**config.mk**
```make
export PLATFORM = sky130hd
export DESIGN_NAME = bst_tap
export DESIGN_NICKNAME = d
export VERILOG_FILES = /design/src/bst_pkg.sv /design/src/bst_tap.sv
export VERILOG_INCLUDE_DIRS = /design/src
export SDC_FILE = /design/constraint.sdc
export NUM_CORES = 1
export LEC_CHECK = 0
export CORE_ASPECT_RATIO = 1.2
export CORE_UTILIZATION = 39
export CTS_CLUSTER_SIZE = 12
export DETAILED_ROUTE_END_ITERATION = 7
export DONT_BUFFER_PORTS = 1
export SYNTH_ARGS = -nofsm -noshare
export SYNTH_HDL_FRONTEND = slang
export SYNTH_SLANG_ARGS = --single-unit
```
**constraint.sdc**
```tcl
create_clock -name clk_i -period 1.8 [get_ports clk_i]
set_input_delay 0.27 -clock clk_i [delete_from_list [all_inputs] [get_ports clk_i]]
set_output_delay 0.27 -clock clk_i [all_outputs]
set_load 0.03 [all_outputs]
```
**src/bst_defines.svh**
```systemverilog
// Constants of the boundary scan test access port
`ifndef BST_DEFINES_SVH
`define BST_DEFINES_SVH

`define BST_IR_W 4
`define BST_IR_CAPTURE 4'h1
`define BST_IR_RESET 4'hf
`define BST_IR_EXTEST 4'h0
`define BST_IR_SAMPLE 4'h1
`define BST_IR_BYPASS 4'hf
`define BST_PINS 8
`define BST_BYPASS_CAPTURE 1'h0

`endif

```
**src/bst_pkg.sv**
```systemverilog
// Types of the boundary scan test access port
`default_nettype none
package bst_pkg;

  typedef enum logic [3:0] {
    ST_RESET, ST_IDLE,
    ST_SEL_DR, ST_CAP_DR, ST_SH_DR, ST_EX1_DR, ST_PAU_DR, ST_EX2_DR, ST_UPD_DR,
    ST_SEL_IR, ST_CAP_IR, ST_SH_IR, ST_EX1_IR, ST_PAU_IR, ST_EX2_IR, ST_UPD_IR
  } bst_state_e;

  // Test pins as seen after synchronisation
  typedef struct packed {
    logic tck;
    logic tms;
    logic tdi;
    logic trst_n;
  } bst_pins_s;

endpackage : bst_pkg
`default_nettype wire

```
**src/bst_tap.sv**
```systemverilog
// Boundary scan test access port with controller, instruction, boundary and bypass registers
`timescale 1ns/1ps
`default_nettype none
`include "bst_defines.svh"

// Summary of operation
// [RULE1] Sixteen-state controller including reset, idle, capture/shift/update
// [RULE2] Mode select sampled on rising test clock
// [RULE3] Test data input captured on rising edge
// [RULE4] Output driven only in shift states, falling edge
// [RULE5] Test reset forces test-logic-reset asynchronously
// [RULE6] Instruction register selects boundary or bypass
// [RULE7] Boundary chain holds one cell per pin
// [RULE8] All state changes except test reset follow test clock edges
// [RULE9] Bypass captures zero, one-stage delay
module bst_tap #(
  parameter int PINS = `BST_PINS
) (
  // System
  input wire logic clk_i,
  input wire logic rst_n_i,
  input wire logic en_i,
  // Test pins
  input wire logic tck_i,
  input wire logic tms_i,
  input wire logic tdi_i,
  input wire logic trst_n_i,
  output logic tdo_o,
  output logic tdo_oe_n_o,
  // Device pins
  input wire logic [PINS-1:0] pin_in_i,
  output logic [PINS-1:0] pin_out_o,
  output logic extest_o
);

  // ****************************************
  // Synchronisers
  // ****************************************
  bst_pkg::bst_pins_s meta_r, sync_r, meta_nxt, sync_nxt;
  logic tck_d_r, tck_d_nxt;
  logic rise, fall, trst_act;

  always_comb
  begin
    meta_nxt = '{tck: tck_i, tms: tms_i, tdi: tdi_i, trst_n: trst_n_i};
    sync_nxt = meta_r;
    tck_d_nxt = sync_r.tck;
  end

  always_ff @(posedge clk_i or negedge rst_n_i)
  begin
    if (!rst_n_i)
    begin
      meta_r <= '{tck: 1'b0, tms: 1'b1, tdi: 1'b1, trst_n: 1'b0};
      sync_r <= '{tck: 1'b0, tms: 1'b1, tdi: 1'b1, trst_n: 1'b0};
      tck_d_r <= 1'b0;
    end
    else if (en_i)
    begin
      meta_r <= meta_nxt;
      sync_r <= sync_nxt;
      tck_d_r <= tck_d_nxt;
    end
  end

  // Edges of the sampled test clock; apart from test reset, nothing else moves the test logic
  assign rise = sync_r.tck & ~tck_d_r; // [RULE8]
  assign fall = ~sync_r.tck & tck_d_r; // [RULE8]
  // Test reset acts on its own, with no test clock edge needed; the
  // two-stage sampling adds a fixed latency of two system clocks
  assign trst_act = ~sync_r.trst_n; // [RULE5]

  // ****************************************
  // Controller and registers
  // ****************************************
  bst_pkg::bst_state_e state_r, state_nxt;
  logic [`BST_IR_W-1:0] ir_sh_r, ir_sh_nxt, ir_r, ir_nxt;
  logic [PINS-1:0] bs_sh_r, bs_sh_nxt, bs_upd_r, bs_upd_nxt;
  logic byp_r, byp_nxt;
  logic tdo_r, tdo_nxt, oe_n_r, oe_n_nxt;
  logic sel_bs;

  assign sel_bs = (ir_r != `BST_IR_BYPASS); // [RULE6]

  always_comb
  begin
    state_nxt = state_r;
    ir_sh_nxt = ir_sh_r;
    ir_nxt = ir_r;
    bs_sh_nxt = bs_sh_r;
    bs_upd_nxt = bs_upd_r;
    byp_nxt = byp_r;
    tdo_nxt = tdo_r;
    oe_n_nxt = oe_n_r;
    if (trst_act)
    begin
      state_nxt = bst_pkg::ST_RESET; // [RULE5]
      ir_nxt = `BST_IR_RESET;
      oe_n_nxt = 1'b1;
    end
    else if (rise)
    begin
      unique case (state_r) // [RULE1] [RULE2]
        bst_pkg::ST_RESET: state_nxt = sync_r.tms ? bst_pkg::ST_RESET : bst_pkg::ST_IDLE;
        bst_pkg::ST_IDLE: state_nxt = sync_r.tms ? bst_pkg::ST_SEL_DR : bst_pkg::ST_IDLE;
        bst_pkg::ST_SEL_DR: state_nxt = sync_r.tms ? bst_pkg::ST_SEL_IR : bst_pkg::ST_CAP_DR;
        bst_pkg::ST_CAP_DR: state_nxt = sync_r.tms ? bst_pkg::ST_EX1_DR : bst_pkg::ST_SH_DR;
        bst_pkg::ST_SH_DR: state_nxt = sync_r.tms ? bst_pkg::ST_EX1_DR : bst_pkg::ST_SH_DR;
        bst_pkg::ST_EX1_DR: state_nxt = sync_r.tms ? bst_pkg::ST_UPD_DR : bst_pkg::ST_PAU_DR;
        bst_pkg::ST_PAU_DR: state_nxt = sync_r.tms ? bst_pkg::ST_EX2_DR : bst_pkg::ST_PAU_DR;
        bst_pkg::ST_EX2_DR: state_nxt = sync_r.tms ? bst_pkg::ST_UPD_DR : bst_pkg::ST_SH_DR;
        bst_pkg::ST_UPD_DR: state_nxt = sync_r.tms ? bst_pkg::ST_SEL_DR : bst_pkg::ST_IDLE;
        bst_pkg::ST_SEL_IR: state_nxt = sync_r.tms ? bst_pkg::ST_RESET : bst_pkg::ST_CAP_IR;
        bst_pkg::ST_CAP_IR: state_nxt = sync_r.tms ? bst_pkg::ST_EX1_IR : bst_pkg::ST_SH_IR;
        bst_pkg::ST_SH_IR: state_nxt = sync_r.tms ? bst_pkg::ST_EX1_IR : bst_pkg::ST_SH_IR;
        bst_pkg::ST_EX1_IR: state_nxt = sync_r.tms ? bst_pkg::ST_UPD_IR : bst_pkg::ST_PAU_IR;
        bst_pkg::ST_PAU_IR: state_nxt = sync_r.tms ? bst_pkg::ST_EX2_IR : bst_pkg::ST_PAU_IR;
        bst_pkg::ST_EX2_IR: state_nxt = sync_r.tms ? bst_pkg::ST_UPD_IR : bst_pkg::ST_SH_IR;
        bst_pkg::ST_UPD_IR: state_nxt = sync_r.tms ? bst_pkg::ST_SEL_DR : bst_pkg::ST_IDLE;
      endcase
      unique case (state_r)
        bst_pkg::ST_RESET: ir_nxt = `BST_IR_RESET;
        bst_pkg::ST_CAP_IR: ir_sh_nxt = `BST_IR_CAPTURE;
        bst_pkg::ST_SH_IR: ir_sh_nxt = {sync_r.tdi, ir_sh_r[`BST_IR_W-1:1]}; // [RULE3]
        bst_pkg::ST_UPD_IR: ir_nxt = ir_sh_r;
        bst_pkg::ST_CAP_DR:
        begin
          if (sel_bs)
            bs_sh_nxt = pin_in_i; // [RULE7]
          else
            byp_nxt = `BST_BYPASS_CAPTURE; // [RULE9]
        end
        bst_pkg::ST_SH_DR:
        begin
          if (sel_bs)
            bs_sh_nxt = {sync_r.tdi, bs_sh_r[PINS-1:1]}; // [RULE3] [RULE7]
          else
            byp_nxt = sync_r.tdi; // [RULE9]
        end
        bst_pkg::ST_UPD_DR:
        begin
          if (sel_bs)
            bs_upd_nxt = bs_sh_r;
        end
        default:
        begin
        end
      endcase
    end
    else if (fall)
    begin
      // Output follows the state reached at the last rising edge
      if (state_r == bst_pkg::ST_SH_IR)
      begin
        tdo_nxt = ir_sh_r[0]; // [RULE4]
        oe_n_nxt = 1'b0;
      end
      else if (state_r == bst_pkg::ST_SH_DR)
      begin
        tdo_nxt = sel_bs ? bs_sh_r[0] : byp_r; // [RULE4] [RULE6]
        oe_n_nxt = 1'b0;
      end
      else
        oe_n_nxt = 1'b1; // [RULE4]
    end
  end

  always_ff @(posedge clk_i or negedge rst_n_i)
  begin
    if (!rst_n_i)
    begin
      state_r <= bst_pkg::ST_RESET;
      ir_sh_r <= `BST_IR_RESET;
      ir_r <= `BST_IR_RESET;
      bs_sh_r <= '0;
      bs_upd_r <= '0;
      byp_r <= 1'b0;
      tdo_r <= 1'b0;
      oe_n_r <= 1'b1;
    end
    else if (en_i)
    begin
      state_r <= state_nxt;
      ir_sh_r <= ir_sh_nxt;
      ir_r <= ir_nxt;
      bs_sh_r <= bs_sh_nxt;
      bs_upd_r <= bs_upd_nxt;
      byp_r <= byp_nxt;
      tdo_r <= tdo_nxt;
      oe_n_r <= oe_n_nxt;
    end
  end

  // ****************************************
  // Outputs
  // ****************************************
  logic ext_r, ext_nxt;

  always_comb
  begin
    ext_nxt = (ir_r == `BST_IR_EXTEST);
  end

  always_ff @(posedge clk_i or negedge rst_n_i)
  begin
    if (!rst_n_i)
      ext_r <= 1'b0;
    else if (en_i)
      ext_r <= ext_nxt;
  end

  assign tdo_o = tdo_r;
  assign tdo_oe_n_o = oe_n_r;
  assign pin_out_o = bs_upd_r;
  assign extest_o = ext_r;

endmodule : bst_tap
`default_nettype wire

```
# After elaboration in Yosys (flattened, before gate mapping)
# Index checks and enable logic that the tools add are counted.
[totals] register_bits=41 input_bits=15 output_inout_bits=11 wordCells=96
[op_classes] n_eq_ne=24 muxes=33 bitwise_logic=5 n_reduce_logical=16
[ops] operator="4-bit one-hot mux with 12 select lines" count=1
[ops] operator="4-bit equality test, second input constant" count=8
[ops] operator="4-bit 2-to-1 mux" count=8
[ops] operator="4-bit by 3-bit equality test with 1-bit output, second input constant" count=4
[ops] operator="8-bit 2-to-1 mux" count=2
[ops] operator="4-bit one-hot mux with 2 select lines" count=2
[ops] operator="8-bit one-hot mux with 2 select lines" count=1
[ops] operator="1-bit 2-to-1 mux" count=13
[ops] operator="6-bit AND reduction" count=2
[ops] operator="2-bit != test, second input constant" count=5
[ops] operator="5-bit AND reduction" count=2
[ops] operator="4-bit by 2-bit equality test with 1-bit output, second input constant" count=2
[ops] operator="4-bit logical NOT" count=2
[ops] operator="2-bit 2-to-1 mux" count=3
[ops] operator="3-bit 2-to-1 mux" count=2
[ops] operator="3-bit AND reduction" count=2
[ops] operator="2-bit nonzero test" count=3
[ops] operator="4-bit by 1-bit equality test with 1-bit output, second input constant" count=1
[ops] operator="2-bit by 1-bit != test with 1-bit output, second input constant" count=2
[ops] operator="4-bit != test, second input constant" count=1
[ops] operator="4-bit AND reduction" count=1
[ops] operator="2-bit OR reduction" count=2
[ops] operator="3-bit by 1-bit != test with 1-bit output, second input constant" count=1
[ops] operator="1-bit NOT" count=3
[ops] operator="other kinds (4)" count=5

# Depth between registers and ports, before layout
# Gate-level depths: netlist of the first run.
[logic_depth] depth_word=6 ltp_mapped=7 ltp_nobuf=4

# Least setup slack after synthesis of the first run
# No wires, ideal clock.
[synth_timing] kind="flip-flop to flip-flop" start="register state_r[3]" end="register bs_sh_r[0]" arrival_time_ps=1625 path_slack_ps=50 path_stages_with_launch=5 n_path_buf=1 path_cell_list="dfrtp_1 -> buf_2 -> nor4b_4 -> mux2_2 -> mux2_4"
[synth_between] elab_chain_len=3 word_cells_on_any_way=7
[synth_lines] item="from (decl)" line="bst_tap.sv:76" text="bst_pkg::bst_state_e state_r, state_nxt;"
[synth_lines] item="from (signal assigned)" line="bst_tap.sv:172" text="state_r <= bst_pkg::ST_RESET;"
[synth_lines] item="from (signal assigned)" line="bst_tap.sv:183" text="state_r <= state_nxt;"
[synth_lines] item="4-bit by 2-bit equality test with 1-bit output or 4-bit by 3-bit equality test with 1-bit output (tied branches)" line="bst_tap.sv:121" text="unique case (state_r)"
[synth_lines] item="2-bit != test (no source line) or 2-bit nonzero test (tied branches)"
[synth_lines] item="6-bit AND reduction (no source line)"
[synth_lines] item="to (signal assigned)" line="bst_tap.sv:186" text="bs_sh_r <= bs_sh_nxt;"
[synth_lines] item="to (decl)" line="bst_tap.sv:78" text="logic [PINS-1:0] bs_sh_r, bs_sh_nxt, bs_upd_r, bs_upd_nxt;"
# Several ways; a longest one is shown, not always the timed one.
# A chain may end at the register's enable or synchronous reset.

# Worst setup path in the final report of the first run
[layout_timing] start="register tck_d_r" end="register bs_sh_r[1]"
[layout_between] elab_chain_len=3
[layout_lines] item="from (decl)" line="bst_tap.sv:40" text="logic tck_d_r, tck_d_nxt;"
[layout_lines] item="from (signal assigned)" line="bst_tap.sv:62" text="tck_d_r <= tck_d_nxt;"
[layout_lines] item="1-bit NOT" line="bst_tap.sv:67" text="assign rise = sync_r.tck & ~tck_d_r;"
[layout_lines] item="1-bit bitwise AND" line="bst_tap.sv:67"
[layout_lines] item="6-bit AND reduction (no source line)"
# Every way passes these cells.

==> flow_summary.ini, run 1 <==
[cts]
cts_setup_buffers = 0
cts_tree = built
cts.repair.resized = 0
cts_buffers = 5
root_buffer = clkbuf_8
clock_sinks = 41
cts_htree_levels = 2
clk_pin_slew_ns = 0.09
clk_latency_ns = 0.30
cts_buffer_depth = 2

[detailed_routing]
drt-total-wl_um = 4050
dr.pass1.iters = 4
vias = 1410
vias_per_cell = 5.69
antenna_left = 0
drtIter0Drc = 36
drc = 0
avgRoutedWirePerCell_um = 16.3

[timing]
max-slew-margin-rel = 0.738
drv_slew = 0
worstMarginPinSlew_ns = 0.382
rsz0062_at_grt = false
setup_viol = 0
fmax_mhz = 583
skew_ns = 0.00608
fin_setup_tns_ns = 0
hold_viol = 0
hold_ws_ns = 0.0272
fin_crit_sh = 0.953
setup_ws_ns = 0.0847
fin_crit_ns = 1.72

[synthesis]
syn_area_per_cell_um2 = 11.5
synthArstFlopShare = 1.00
synth_fp_nets = 194
synthAdderAreaFrac = 0
seq_area_frac_synth = 0.506
synth_top_family_by_area = multiplexers
synthCells = 179
synthFlopType = dfrtp_1
synth_area_um2 = 2060
synth_edf_count = 0
synth_compound_area_frac = 0.109
synth_top_cell_area_share = 0.340
synth_area_leaders = dfrtp_1 (34%), dfstp_2 (17%), mux2_2 (13%)
yosysUniqueCellTypes = 42
yosys.area.top_type = dfrtp_1
yosys_warnings = 0
synth-xor-area-share = 0.00425
synth.area.mux_share = 0.199
synth_seq_cells = 41
synth-simple-area-share = 0.128

[floorplanning]
design.die.area_um2 = 5580
num_rows = 28
die_w_um = 68.4
fp.coreArea_um2 = 5010
die_h_um = 81.6
initial_core_util = 0.411
pin_count = 26

[outcome]
status = completed

[setup_path]
crit_type = flop to flop
worst_ep_required_time_ns = 1.98
reg2reg_slack_ns = 0.08
crit_path_max_fanout = 4
startpoint_type = flop
cp-end-kind = flop
slowest_stage = dfrtp_1
crit_arrival_ns = 1.90
path_cells = and4b_1 -> nand2_1 -> or3_1 -> buf_4 -> mux2_4
max_stage_delay_ns = 0.41

[finish]
final_area_um2 = 2300
n_antenna_cell = 0
final_layout_size_suffix_gt1_frac = 0.362
area_growth_pct = 11.8
fin_nets = 202

[run]
cap_violations = 0

[pwr]
p_total_w = 0.00193
p_leak_nw = 1.07
ir_drop_uv = 565
p_per_area_nw_per_um2 = 836

[place]
dp_hpwl_um = 2890
io_buffers = 0
gp_congestion = 0.770
dp_slack_ns = 0.101
placed_cell_area_um2 = 2160

[grt]
grt_pass1_vias = 1383
grt_max_degree = 42
grt_pass1_wl_um = 6940
track_usage = 0.168
antenna_found_initial = 0
grt-ovfl-total = 0

[worst_hold_path]
hold_path_class = input port to flop
-- critical path, delay by kind of cell (launching register included) --
kind,cells,cell delay (ns)
and+or+nand+nor,3,0.72
DFF,1,0.41
muxes,1,0.29
buffers and inverters,1,0.18
-- state kept, by name, indices dropped and copies added (netlist names) --
name,count
meta_r,4
pin_out_o,8
state_r,4
sync_r,3
tdo_oe_n_o,1
tck_d_nxt,1
ir_sh_r,4
tck_d_r,1
tdo_o,1
byp_r,1
bs_sh_r,8
extest_o,1
ir_r,4
-- cell usage after synthesis, types with 3 or more instances --
cell type / number
dfrtp_1: 28
mux2_2: 24
dfstp_2: 13
inv_1: 12
a21oi_1: 9
nand2_1: 9
mux2_4: 8
o21ai_0: 8
clkbuf_1: 6
nor4_1: 6
nand3_1: 5
nand4_1: 4
nor2_1: 4
buf_2: 3
nand2b_1: 3
nor2b_1: 3
-- routing by layer --
| layer | vias up | routed length (µm) | track usage |
|---|---|---|---|
| li1 | 663 | - | - |
| met1 | 708 | 1750 | 0.219 |
| met2 | 35 | 2090 | 0.268 |
| met3 | 4 | 176 | 0.0375 |
| met4 | 0 | 36 | 0.0625 |
| met5 | - | 0 | 0 |
-- per-stage QoR --
stage	cells	util
final	248	0.460
after CTS	248	0.460
after floorplan	179	-
after global routing	248	0.460
after detailed placement	238	0.431
after global placement	238	0.431
-- power by group --
part / switching [W] / total [W] / leakage [nW] / internal [W]
Sequential: 0.0000332 / 0.000993 / 0.511 / 0.000960
Combinational: 0.0000950 / 0.000174 / 0.503 / 0.0000786
Clock: 0.000343 / 0.000758 / 0.0543 / 0.000415
Total: 0.000471 / 0.00193 / 1.07 / 0.00145
-- area by class of cell --
| type | instances | area, µm² |
|---|---|---|
| multi-input combinational | 113 | 906 |
| clock inverter | 3 | 46.3 |
| sequential | 41 | 1040 |
| clock buffer | 5 | 68.8 |
| inverter | 12 | 45.0 |
| timing repair buffer | 14 | 120 |
| fill | 467 | 2710 |
| tap | 60 | 75.1 |
-- timing repair --
item | 4_1_cts | 5_1_grt
hold buffers | 2 | 0
endpoints found under the hold margin | 41 | 0
endpoints found under the setup margin | 0 | 0
-- kinds of logic (layout without fill, tap and decap cells) --
kind of cell,after synthesis,count (layout)
flops,41,41
xor+xnor,1,1
simple gates,43,43
buf+inv,25,34
compound gates,35,35
mux,34,34
-- cells in the final DEF (no fill, tap or decap), types with 2 or more instances in the layout --
master,instances
dfrtp_1,28
mux2_2,24
dfstp_2,13
inv_1,12
buf_4,12
nand2_1,9
a21oi_1,9
o21ai_0,8
mux2_4,8
nor4_1,6
nand3_1,5
clkbuf_8,5
nor2_1,4
nand4_1,4
nor2b_1,3
nand2b_1,3
a31oi_1,2
a211oi_1,2
mux2i_1,2
o22a_1,2
o221ai_1,2
a22o_1,2
nor4b_1,2
-- final timing paths --
check | startpoint | cells past startpoint | to
min | en_i | 1 | sync_r[2]$_DFFE_PN1P_
min in group asynchronous | rst_n_i | 2 | extest_o$_DFFE_PN0P_
max in group asynchronous | rst_n_i | 2 | ir_sh_r[0]$_DFFE_PN1P_
max reg2reg | tck_d_r$_DFFE_PN0P_ | 5 | bs_sh_r[1]$_DFFE_PN0P_
max | tck_d_r$_DFFE_PN0P_ | 5 | bs_sh_r[1]$_DFFE_PN0P_
min reg2reg | ir_r[0]$_DFFE_PN1P_ | 2 | ir_r[0]$_DFFE_PN1P_
Note: power is estimated with default switching activity, not from simulation.
==> run 2: changes to the inputs <==
==> constraint.sdc (replaced) <==
create_clock -name clk_i -period 1.9 [get_ports clk_i]
set_input_delay 0.285 -clock clk_i [delete_from_list [all_inputs] [get_ports clk_i]]
set_output_delay 0.285 -clock clk_i [all_outputs]
set_load 0.03 [all_outputs]
==> run 2 against run 1 <==
Net effect:
- sequential power down 5.2%
- maximum frequency up 1.2%
- highest routed layer unchanged
- clock-buffer cell count increased by 1
- critical endpoint is now bs_sh_r[6]$_DFFE_PN0P_
- clock skew is essentially flat
- global-route usage shrank 0.068 points
- combinational power fell by 9%
- first-iteration DRC count increased by 14%
- core utilization is 0.47 points lower
- register-to-register slack improved by 0.12 ns
- final cell count down 0.81%
==> flow_summary.ini, run 2 (synthesis results as in run 1) <==
[finish]
final_common_cell = dfrtp_1
final_area_um2 = 2280
n_antenna_cell = 0
final_cell_mix = dfrtp_1 (28), mux2_2 (24), dfstp_2 (13)
final_layout_size_suffix_gt1_frac = 0.344
fin_cells = 246
regArea_um2 = 1040
fin_nets = 200
nFillCells = 480
multi_input_area_um2 = 906
finalCoreUtilization = 0.455
area_growth_pct = 10.6

[floorplanning]
die_h_um = 81.6
design.die.area_um2 = 5580
num_rows = 28
die_w_um = 68.4
initial_core_util = 0.411
fp.coreArea_um2 = 5010
pin_count = 26

[timing]
drv_slew = 0
setup_viol = 0
worstMarginPinSlew_ns = 0.420
fmax_mhz = 590
skew_ns = 0.00567
fin_crit_ns = 1.69
max-slew-margin-rel = 0.713
hold_viol = 0
fin_crit_sh = 0.892
rsz0062_at_grt = false
fin_setup_tns_ns = 0

[cts]
cts_setup_buffers = 0
clk_latency_ns = 0.29
clk_pin_slew_ns = 0.08
cts_htree_levels = 2
cts_buffers = 5
cts.repair.resized = 0
root_buffer = clkbuf_8
cts_tree = built
clock_sinks = 41
cts_buffer_depth = 2
postCtsHoldBufs = 2

[setup_path]
worstRegToRegCells = 5
crit_path_max_fanout = 8
reg2reg_slack_ns = 0.21
crit_type = flop to flop
startpoint_type = flop
crit_arrival_ns = 1.87
worst_ep_required_time_ns = 2.08
cp-end-kind = flop

[outcome]
status = completed

[run]
cap_violations = 0

[detailed_routing]
antenna_left = 0
vias_per_cell = 5.62
dr.pass1.iters = 4
vias = 1383
drc = 0
drt-total-wl_um = 4010
avgRoutedWirePerCell_um = 16.3
drtIter0Drc = 41

[grt]
track_usage = 0.167
grt-ovfl-total = 0
grt_pass1_wl_um = 6910
grt_pass1_vias = 1388
antenna_found_initial = 0
grt_max_degree = 42

[pwr]
p_leak_nw = 1.06
combPwrFrac = 0.089
ir_drop_uv = 446
pwr-share-clk = 0.380
p_per_area_nw_per_um2 = 779
p_sw_w = 0.000406
seq_power_share = 0.530
switching_share = 0.229
internal_power_w = 0.00137

[place]
place_inst = 236
dp_hpwl_um = 2860
placed_cell_area_um2 = 2140
gp_congestion = 0.775
io_buffers = 0

[worst_hold_path]
hold_path_class = input port to flop
whs_path_depth = 1
run 2: cell types whose count changed in the layout (fill, tap and decap cells not counted):
| cell | delta |
|---|---|
| buf_4 | -2 |
| clkbuf_1 | +1 |
| clkinv_1 | +1 |
| clkinv_4 | -1 |
| clkinvlp_4 | -1 |
run 2: worst max-delay path, stage by stage (launching register included):
cell and delay (ns):
dfrtp_1 0.40, and4b_1 0.27, nand2_1 0.05, or3_1 0.36, buf_4 0.20, mux2_4 0.31
run 2: final cells by class:
class | count | share of cell area
inverter | 12 | 0.0198
clock buffer | 6 | 0.0318
tap | 60 | 0.0329
sequential | 41 | 0.457
clock inverter | 2 | 0.0148
multi-input combinational | 113 | 0.397
timing repair buffer | 12 | 0.0461
run 2: path summary, 6_finish.rpt:
path                                     start                      to
max                        tck_d_r$_DFFE_PN0P_  bs_sh_r[6]$_DFFE_PN0P_
min                                       en_i   sync_r[2]$_DFFE_PN1P_
min reg2reg                ir_r[3]$_DFFE_PN1P_     ir_r[3]$_DFFE_PN1P_
max in group asynchronous              rst_n_i   sync_r[2]$_DFFE_PN1P_
min in group asynchronous              rst_n_i  state_r[2]$_DFFE_PN0P_
max reg2reg                tck_d_r$_DFFE_PN0P_  bs_sh_r[6]$_DFFE_PN0P_
run 2: power groups by stage:
stage	Combinational [W]	Clock (W)	Sequential, W
6_report	0.000159	0.000675	0.000941
5_1_grt	0.000179	0.000726	0.000949
4_1_cts	0.000161	0.000690	0.000941
3_5_place_dp	0.000136	0	0.000958
3_3_place_gp	0.000132	0	0.000956
2_1_floorplan	0.000125	0	0.000940
run 2: stage by stage:
step           total power, W  hold WS [ns]  setup slack [ns]
6_report              0.00178        0.0480             0.206
5_1_grt               0.00185        0.0479             0.101
4_1_cts               0.00179        0.0454             0.200
3_5_place_dp          0.00109      -0.00895             0.210
3_3_place_gp          0.00109      -0.00893             0.243
2_1_floorplan         0.00107       -0.0106             0.150
run 2: routing by layer:
layer | vias to the layer above | routed length [µm] | GRT usage
li1 | 659 | - | -
met1 | 691 | 1680 | 0.222
met2 | 25 | 2110 | 0.263
met3 | 8 | 164 | 0.0403
met4 | 0 | 58 | 0.0563
met5 | - | 0 | 0
==> run 3: changes to the inputs <==
--- a/config.mk
+++ b/config.mk
@@ -7,7 +7,7 @@
 export NUM_CORES = 1
 export LEC_CHECK = 0
 export CORE_ASPECT_RATIO = 1.2
-export CORE_UTILIZATION = 39
+export CORE_UTILIZATION = 30
 export CTS_CLUSTER_SIZE = 12
 export DETAILED_ROUTE_END_ITERATION = 7
 export DONT_BUFFER_PORTS = 1
==> run 3 against run 2 <==
Net effect:
- sequential power about the same
- worst setup slack worse by 0.097 ns
- maximum frequency shrank 5.4%
- sequential share of layout area decreased by 0.81 points
- via count down 1.1%
- combinational power increased by 3%
- largest power group unchanged
- final cell count increased by 10%
- critical endpoint is now bs_sh_r[7]$_DFFE_PN0P_
- clock-buffer cell count is 1 higher
- highest routed layer unchanged
- register-to-register slack got worse by 0.097 ns
- global-route usage down 4.4 points
- wire length increased by 3.0%
==> flow_summary.ini, run 3 (synthesis results as in run 1) <==
[timing]
max-slew-margin-rel = 0.657
fin_setup_tns_ns = 0
hold_viol = 0
worstMarginPinSlew_ns = 0.515
fin_crit_ns = 1.79
setup_viol = 0
fin_crit_sh = 0.943
fmax_mhz = 558
hold_ws_ns = 0.0636
setup_ws_ns = 0.109
rsz0062_at_grt = false
drv_slew = 0
skew_ns = 0.00509

[floorplanning]
die_w_um = 77.7
design.die.area_um2 = 7210
pin_count = 26
num_rows = 32
die_h_um = 92.8
initial_core_util = 0.316
fp.coreArea_um2 = 6530

[finish]
regArea_um2 = 1040
nFillCells = 633
final_cell_mix = dfrtp_1 (28), mux2_2 (24), dfstp_2 (13)
final_area_um2 = 2320
final_common_cell = dfrtp_1
fin_nets = 200
multi_input_area_um2 = 906
final_layout_size_suffix_gt1_frac = 0.349
area_growth_pct = 12.6
n_antenna_cell = 0

[setup_path]
setup.worst_path.start = tck_d_r$_DFFE_PN0P_
startpoint_type = flop
crit_path_max_fanout = 8
crit_arrival_ns = 1.97
cp-end-kind = flop
slowest_stage = or3_1
critPathTopFamily = simple AND/OR/NAND/NOR gates
max_stage_delay_ns = 0.58
r2r_end = bs_sh_r[7]$_DFFE_PN0P_
reg2reg_slack_ns = 0.11
crit_buf_inv = 0
crit_cells = 4
worstRegToRegCells = 4
r2r_start = tck_d_r$_DFFE_PN0P_
worst_ep_required_time_ns = 2.08
crit_type = flop to flop
path_cells = and4b_1 -> nand2_1 -> or3_1 -> mux2_4
cp-endpoint = bs_sh_r[7]$_DFFE_PN0P_

[cts]
cts_buffer_depth = 2
cts_tree = built
cts_buffers = 5
clk_pin_slew_ns = 0.07
cts_htree_levels = 2
clock_sinks = 41
clk_latency_ns = 0.29
root_buffer = clkbuf_8
cts.repair.resized = 0

[run]
cap_violations = 0

[pwr]
p_leak_nw = 1.07
p_per_area_nw_per_um2 = 789
ir_drop_uv = 604

[grt]
antenna_found_initial = 0
grt_pass1_wl_um = 6870
grt_pass1_vias = 1387
track_usage = 0.123
grt-ovfl-total = 0
grt_max_degree = 42

[place]
dp_slack_ns = 0.107
io_buffers = 0
gp_congestion = 0.745
dp_hpwl_um = 2790
placed_cell_area_um2 = 2170

[detailed_routing]
drt-total-wl_um = 4130
avgRoutedWirePerCell_um = 15.3
dr.pass1.iters = 4
drtIter0Drc = 21
antenna_left = 0
drc = 0
vias = 1368
vias_per_cell = 5.05

[worst_hold_path]
hold_path_class = input port to flop

[outcome]
status = completed
run 3: area by class of cell:
type | instances | area share
sequential | 41 | 0.449
timing repair buffer | 12 | 0.0453
tap | 85 | 0.0458
clock buffer | 7 | 0.0372
multi-input combinational | 113 | 0.390
clock inverter | 1 | 0.0129
inverter | 12 | 0.0194
run 3: routing by layer:
layer	share of wire	GRT usage	up-vias
met4	0.032	0.0660	0
met1	0.46	0.154	665
met2	0.48	0.197	33
met3	0.037	0.0266	11
li1	-	-	659
met5	0	0	-
run 3: worst min-delay path by stage:
stage / startpoint / endpoint / cells after the start
3_3_place_gp: rst_n_i / meta_r[0]$_DFFE_PN0P_ / 0
2_1_floorplan: rst_n_i / bs_sh_r[0]$_DFFE_PN0P_ / 0
6_report: en_i / sync_r[2]$_DFFE_PN1P_ / 1
4_1_cts: en_i / sync_r[2]$_DFFE_PN1P_ / 1
5_1_grt: en_i / sync_r[2]$_DFFE_PN1P_ / 1
3_5_place_dp: rst_n_i / meta_r[0]$_DFFE_PN0P_ / 0
run 3: metrics by stage:
step                total power, W  utilization  cells
floorplan                  0.00107            -    179
global placement           0.00110        0.333    261
detailed placement         0.00110        0.333    261
CTS                        0.00185        0.356    271
global route               0.00191        0.356    271
finish                     0.00183        0.356    271
run 3: power breakdown:
part           switching (W)  internal, W  leakage [nW]  total, W
Combinational      0.0000900    0.0000744         0.496  0.000164
Clock               0.000297     0.000428        0.0585  0.000725
Sequential         0.0000322     0.000910         0.511  0.000942
run 3: what timing repair did:
item,CTS,global route
hold buffers,2,0
setup buffers,0,0
endpoints found under the hold margin,41,0
